[config.mk]
export PLATFORM = sky130hd
export DESIGN_NAME = dlg_top
export DESIGN_NICKNAME = d
export VERILOG_FILES = /design/src/common/dlg_pkg.sv /design/src/hdl/dlg_top.sv
export SDC_FILE = /design/constraint.sdc
export NUM_CORES = 1
export LEC_CHECK = 0
export ABC_AREA = 1
export BUFFER_PORTS_ARGS = -buffer_cell sky130_fd_sc_hd__buf_2
export CORE_MARGIN = 2
export CORE_UTILIZATION = 35
export CTS_BUF_LIST = sky130_fd_sc_hd__clkbuf_8
export CTS_CLUSTER_DIAMETER = 30
export DETAILED_ROUTE_END_ITERATION = 16
export PLACE_DENSITY_LB_ADDON = 0.15
export RECOVER_POWER = 25
export SLEW_MARGIN = 20
export SYNTH_ARGS = -nofsm -noshare
export SYNTH_HDL_FRONTEND = slang
export SYNTH_SLANG_ARGS = --single-unit
[constraint.sdc]
create_clock -name sys_clk_in -period 1.2 [get_ports sys_clk_in]
set_input_delay 0.24 -clock sys_clk_in [delete_from_list [all_inputs] [get_ports sys_clk_in]]
set_output_delay 0.24 -clock sys_clk_in [all_outputs]
set_load 0.01 [all_outputs]
[src/common/dlg_pkg.sv]
// Purpose: shared constants for the demodulator loop gain configuration block
// Assumes: 6-bit register addresses, 8-bit register data
// Notes:   gains are given in half-units of the base gain (K, K_I or K_P)
`default_nettype none
package dlg_pkg;
  localparam int unsigned DLG_ADDR_W     = 6;
  localparam int unsigned DLG_DATA_W     = 8;
  // register offsets
  localparam logic [5:0]  DLG_FOC_ADDR   = 6'h19;
  localparam logic [5:0]  DLG_BS_ADDR    = 6'h1A;
  // reset values
  localparam logic [5:0]  DLG_FOC_RESET  = 6'h36;
  localparam logic [7:0]  DLG_BS_RESET   = 8'h6C;
  localparam logic [3:0]  DLG_FOC_GAIN_RESET = 4'h6;
  localparam logic [1:0]  DLG_FOC_LIM_RESET  = 2'h2;
  localparam logic [3:0]  DLG_KI_GAIN_RESET  = 4'h4;
  localparam logic [3:0]  DLG_KP_GAIN_RESET  = 4'h6;
  // freq_offset_comp_config field positions
  localparam int unsigned DLG_FOC_GATE   = 5;
  localparam int unsigned DLG_FOC_PRE_HI = 4;
  localparam int unsigned DLG_FOC_PRE_LO = 3;
  localparam int unsigned DLG_FOC_POST   = 2;
  localparam int unsigned DLG_FOC_LIM_HI = 1;
  localparam int unsigned DLG_FOC_LIM_LO = 0;
  // bit_sync_config field positions
  localparam int unsigned DLG_BS_KI_HI   = 7;
  localparam int unsigned DLG_BS_KI_LO   = 6;
  localparam int unsigned DLG_BS_KP_HI   = 5;
  localparam int unsigned DLG_BS_KP_LO   = 4;
  localparam int unsigned DLG_BS_POST_KI = 3;
  localparam int unsigned DLG_BS_POST_KP = 2;
  localparam int unsigned DLG_BS_LIM_HI  = 1;
  localparam int unsigned DLG_BS_LIM_LO  = 0;
  // fixed post-sync gains in half-units
  localparam logic [3:0]  DLG_HALF_GAIN  = 4'h1;
  localparam logic [3:0]  DLG_UNIT_GAIN  = 4'h2;
endpackage : dlg_pkg
`default_nettype wire

[src/hdl/dlg_top.sv]
// Purpose: register file and loop gain selection for the demodulator loops
// Assumes: all inputs come from logic on sys_clk_in, none from pins
// Notes:   every output is a field of the registered state struct
//
// Overview of operation
// - gate bit freezes both loops until carrier sense
// - pre-sync offset gain K..4K, reset code 2
// - post-sync offset gain same or K/2, reset 1
// - saturation code 0 off, else BW/8, /4, /2
// - pre-sync clock integral gain 1..4 K_I, reset 1
// - pre-sync clock proportional gain K_P..4K_P, reset 2
`timescale 1ns/100ps
`default_nettype none

module dlg_top
  import dlg_pkg::*;
(
  input  wire logic                       sys_clk_in,
  input  wire logic                       rstn_in,
  input  wire logic [dlg_pkg::DLG_ADDR_W-1:0] reg_addr_in,
  input  wire logic [dlg_pkg::DLG_DATA_W-1:0] reg_wdata_in,
  input  wire logic                       reg_wr_in,
  input  wire logic                       reg_rd_in,
  input  wire logic                       rx_start_in,
  input  wire logic                       carrier_sense_in,
  input  wire logic                       sync_found_in,
  output logic [dlg_pkg::DLG_DATA_W-1:0]  reg_rdata_out,
  output logic                            reg_rvalid_out,
  output logic                            loops_frozen_out,
  output logic [3:0]                      foffset_gain_out,
  output logic [1:0]                      foffset_limit_out,
  output logic                            foffset_enable_out,
  output logic [3:0]                      clkrec_integral_out,
  output logic [3:0]                      clkrec_proportional_out,
  output logic [1:0]                      clkrec_limit_out
);
  import dlg_pkg::*;

  typedef struct packed {
    logic [5:0] foc_cfg;
    logic [7:0] bs_cfg;
    logic       cs_seen;
    logic       frozen;
    logic [3:0] foc_gain;
    logic [1:0] foffset_saturation;
    logic       foc_en;
    logic [3:0] ki_gain;
    logic [3:0] kp_gain;
    logic [1:0] bs_limit;
    logic [7:0] rdata;
    logic       rvalid;
  } dlg_state_s;

  dlg_state_s s;
  dlg_state_s next_s;

  // code n selects (n+1) times the base gain, returned in half-units
  function automatic logic [3:0] dlg_gain_half(input logic [1:0] code);
    logic [2:0] mult;
    mult = {1'b0, code} + 3'h1;
    return {mult, 1'b0};
  endfunction : dlg_gain_half

  always_comb begin
    next_s        = s;
    next_s.rvalid = 1'b0;
    if (reg_wr_in && reg_addr_in == DLG_FOC_ADDR) begin
      next_s.foc_cfg = reg_wdata_in[5:0];
    end
    if (reg_wr_in && reg_addr_in == DLG_BS_ADDR) begin
      next_s.bs_cfg = reg_wdata_in;
    end
    // a new reception re-arms the gate; carrier sense in that same cycle still wins
    if (rx_start_in) begin
      next_s.cs_seen = 1'b0;
    end
    if (carrier_sense_in) begin
      next_s.cs_seen = 1'b1;
    end
    next_s.frozen = next_s.foc_cfg[DLG_FOC_GATE] && !next_s.cs_seen;
    if (sync_found_in && next_s.foc_cfg[DLG_FOC_POST]) begin
      next_s.foc_gain = DLG_HALF_GAIN;
    end else begin
      next_s.foc_gain = dlg_gain_half(next_s.foc_cfg[DLG_FOC_PRE_HI:DLG_FOC_PRE_LO]);
    end
    // hardware bounds the loop only; keeping it off for on-off keying is up to software
    next_s.foffset_saturation = next_s.foc_cfg[DLG_FOC_LIM_HI:DLG_FOC_LIM_LO];
    next_s.foc_en    = next_s.foffset_saturation != 2'b00;
    if (sync_found_in && next_s.bs_cfg[DLG_BS_POST_KI]) begin
      next_s.ki_gain = DLG_HALF_GAIN;
    end else begin
      next_s.ki_gain = dlg_gain_half(next_s.bs_cfg[DLG_BS_KI_HI:DLG_BS_KI_LO]);
    end
    if (sync_found_in && next_s.bs_cfg[DLG_BS_POST_KP]) begin
      next_s.kp_gain = DLG_UNIT_GAIN;
    end else begin
      next_s.kp_gain = dlg_gain_half(next_s.bs_cfg[DLG_BS_KP_HI:DLG_BS_KP_LO]);
    end
    next_s.bs_limit = next_s.bs_cfg[DLG_BS_LIM_HI:DLG_BS_LIM_LO];
    if (reg_rd_in) begin
      next_s.rvalid = 1'b1;
      unique case (reg_addr_in)
        DLG_FOC_ADDR: next_s.rdata = {2'b00, s.foc_cfg};
        DLG_BS_ADDR:  next_s.rdata = s.bs_cfg;
        default:      next_s.rdata = 8'h00;
      endcase
    end
  end

  always_ff @(posedge sys_clk_in or negedge rstn_in) begin
    if (!rstn_in) begin
      s           <= '0;
      s.foc_cfg   <= DLG_FOC_RESET;
      s.bs_cfg    <= DLG_BS_RESET;
      s.frozen    <= 1'b1;
      s.foc_gain  <= DLG_FOC_GAIN_RESET;
      s.foffset_saturation <= DLG_FOC_LIM_RESET;
      s.foc_en    <= 1'b1;
      s.ki_gain   <= DLG_KI_GAIN_RESET;
      s.kp_gain   <= DLG_KP_GAIN_RESET;
    end else begin
      s <= next_s;
    end
  end

  assign reg_rdata_out           = s.rdata;
  assign reg_rvalid_out          = s.rvalid;
  assign loops_frozen_out        = s.frozen;
  assign foffset_gain_out        = s.foc_gain;
  assign foffset_limit_out       = s.foffset_saturation;
  assign foffset_enable_out      = s.foc_en;
  assign clkrec_integral_out     = s.ki_gain;
  assign clkrec_proportional_out = s.kp_gain;
  assign clkrec_limit_out        = s.bs_limit;
endmodule : dlg_top

`default_nettype wire

# Word-level counts from Yosys, hierarchy flattened
# Index checks and enable logic that the tools add are counted.
# totals
in_bits	21
reg_bits	42
# classes
n_eq_ne	2
reduce_logical	8
n_mux	9
addsub	3
# op_table
operator	count
$pmux W8 S2	1
$eq A6 B5 Y1 const B	2
$mux W4	3
$add A2 B1 Y3 const B	3
$mux W8	1
$logic_and A1 B1 Y1	6
$mux W6	1
$mux W1	3
$reduce_bool A2 Y1	1
$logic_not A1 Y1	1

# Longest topological paths before layout
# depth
word_depth	5
ltp_mapped	11

# Worst setup path before layout
# OpenSTA, ideal clock, no wires.
# synth_timing
path_type	input-to-reg
startpoint	input reg_addr_in[5] (netlist name)
endpoint	register s, in the netlist clkrec_proportional_out[2]
t_required_ns	1.128
path_slack_ns	-0.141
t_arrival_ns	1.268
path_stages	9
path_cell_list	inv_1 -> nand2_2 -> nor2_4 -> nand3_2 -> buf_6 -> o21ai_0 -> ha_1 -> nand2_1 -> inv_1
# synth_rtl
item	line	source
start: declaration	dlg_top.sv:20	input wire logic [dlg_pkg::DLG_ADDR_W-1:0] reg_addr_in,
end signal: assignment	dlg_top.sv:122	s <= next_s;
end: declaration	dlg_top.sv:54	dlg_state_s s;

==> metrics.txt <==
status=complete, no violations; worst slack at placement=-0.2834 ns; CTS tree=built; number of cell rows=26; Post-Layout Inst Area=2203 sq um; most frequent standard cell in the layout excluding fill and tap cells=buf_2; Final Hold Viols=0; H-tree depth=2; Slew Viols, Final=0; DRC violations left=0; initial core utilization=0.3596; Worst Path Buf+Inv=1; ant diodes=0; final wirelength=3612 microns; Post-Syn Area=roughly 1800 sq um; initial antenna violation count=0; yosys warns=0; port bufs=46; chip width=approximately 76 microns; core area=a little over 5000 sq um; Slowest-stage cell, CP=dfstp_2; crit path launch type=flop; Worst Setup Path Type=flop to primary output; Mapped Nets=214; area leader, netlist=dfrtp_1; via count=about 1300; Slew Limit Headroom=0.5181; Nets=between 200 and 300; dpl hpwl=between 2000 and 3000 microns; Worst EP arrival=just over 0.9 ns; delay-heaviest family, CP=flip-flops; CTS root buffer=clkbuf_8; cells after synthesis=approximately 190; Synth area leaders=dfrtp_1, dfstp_2, buf_4; full die area=slightly below 6000 sq um; unrepaired setup endpoints after global routing=yes; routability congestion estimate=0.7413; fill count=approximately 530; fmax=about 0.85 GHz; fin crit period=1.175 ns; DR WL/cell=roughly 12 microns; Num CTS Buffers=5; vias in the first global route=approximately 1400; Final Worst Setup Slack=about 0.025 ns; final worst-path cycle share=0.9788; max_cap viols=0; pin count of the biggest net entering global routing=26; Worst-Skew Late Latency=0.29 ns; placed inst area=2078 sq um; P_leak=1.169 nW; worst-path fanout max=2; Boundary Pins=between 40 and 50; drt via density=around 4.2; Antenna Violating Nets Remaining=0; clk_skew=between 0.009 and 0.01 ns; clk buf depth=2; critical path cell sequence=buf_6; maximum VDD drop=0.0005451 V; reg2reg setup slack=0.11 ns; clk sink count=37; CP max stage delay=between 0.5 and 0.6 ns; Die Y=between 70 and 80 microns; Layout area overhead=21.53%; Pwr Density=1319 nW/um^2; layout cell share with drive strength beyond 1=0.4768; utilization after layout=0.4370; Yosys cell types=28; Synth Area per Inst=around 9.4 sq um; GRT Residual Overflow=0; setup violators final=0; clk slew on worst S/H paths=about 0.080 ns; #FFs+latches synth=37; top-area cell type share of the netlist area=0.3037; CP endpoint kind=primary output; most frequent cells in the layout=buf_2, nand2_1, dfrtp_1; TritonRoute pass-1 iters=4; actual slew at the worst max-slew pin=approximately 0.72 ns; DRT iter0 DRCs=50; Placed Cells incl. Taps=297; GRT Overall Usage=0.1437; first-pass GRT wire length=between 6000 and 7000 microns; filler-free cell count of the finished design=307; hold crit path type=input pin to flop; register area share after synthesis=0.5210; Req. time, crit path=0.96 ns
## state kept, by name, indices dropped and copies added (netlist names)
name and count:
reg_rvalid_out 1, clkrec_limit_out 1, foffset_limit_out 1, clkrec_integral_out 4
clkrec_proportional_out 3, foffset_enable_out 1, loops_frozen_out 1, foffset_gain_out 4
s 13, reg_rdata_out 8
## logic make-up (layout without fill, tap and decap cells)
logic type | Yosys count | count (layout) | share of synthesized area
buffers and inverters | 56 | 101 | 0.1808
adder cells (fa/ha/maj) | 1 | 1 | 0.006900
flip-flops | 37 | 37 | 0.5211
AND/OR/NAND/NOR | 82 | 82 | 0.2395
AO/OA/AOI/OAI | 15 | 15 | 0.04969
other | 1 | 1 | 0.002068
## path summary, 6_finish.rpt
kind                                  start                          to  cells past startpoint
setup / recovery                      s[37]        foffset_limit_out[1]                      1
hold / removal                  rx_start_in                       s[27]                      2
setup reg to reg                      s[33]  clkrec_proportional_out[2]                      5
hold reg to reg            reg_rdata_out[7]            reg_rdata_out[7]                      2
max in group asynchronous           rstn_in  clkrec_proportional_out[1]                      3
min in group asynchronous           rstn_in            reg_rdata_out[3]                      2
## final cells by class
class | instances | area [sq um] | share of cell area
flip-flops and latches | 37 | 944.7 | 0.4287
clock buffers | 5 | 68.82 | 0.03123
multi-input cells | 99 | 548.0 | 0.2487
inverters | 26 | 112.6 | 0.05111
repair buffers | 67 | 424.2 | 0.1925
well taps | 70 | 87.58 | 0.03975
clock inverters | 3 | 17.52 | 0.007950
## stage by stage
| step | hold slack, ns | total power, mW | setup TNS [ns] |
|---|---|---|---|
| floorplan | -0.05559 | 1.886 | -0.05244 |
| global placement | 0.1614 | 2.052 | -3.859 |
| detailed placement | 0.1556 | 2.046 | -4.063 |
| CTS | 0.1430 | 2.921 | 0 |
| global route | 0.1605 | 3.105 | -0.1293 |
| finish | 0.1497 | 2.907 | 0 |
## timing repair
action                                  4_1_cts  5_1_grt
gates resized for setup                       0        6
setup buffers                                 1        0
endpoints found under the setup margin        1       12
hold buffers                                  1        0
hold endpoints to repair                      9        0
## synth_stat cells (all sizes together)
library cell  number
nand3             19
o21bai             1
clkbuf             1
nand4              6
a211oi             1
inv               26
dfrtp             22
conb               1
buf               29
o21a               1
nor2              15
or2                2
nand2             40
a31oi              6
o21ai              5
dfstp             15
a21oi              1
ha                 1
## power by group
group	leakage [nW]	total, mW	internal [mW]	switching, mW
registers	0.439	1.50	1.43	0.0673
clock network	0.0439	0.853	0.401	0.452
logic	0.686	0.553	0.255	0.298
## per-layer routing
| metal | routed length, microns | GRT usage | vias to the layer above |
|---|---|---|---|
| met2 | 1702 | 0.2420 | 26 |
| met1 | 1685 | 0.1768 | 597 |
| met3 | 163 | 0.03910 | 5 |
| li1 | - | - | 666 |
| met4 | 60 | 0.05455 | 0 |
| met5 | 0 | 0 | - |
Power figures use the tool's default switching activity.
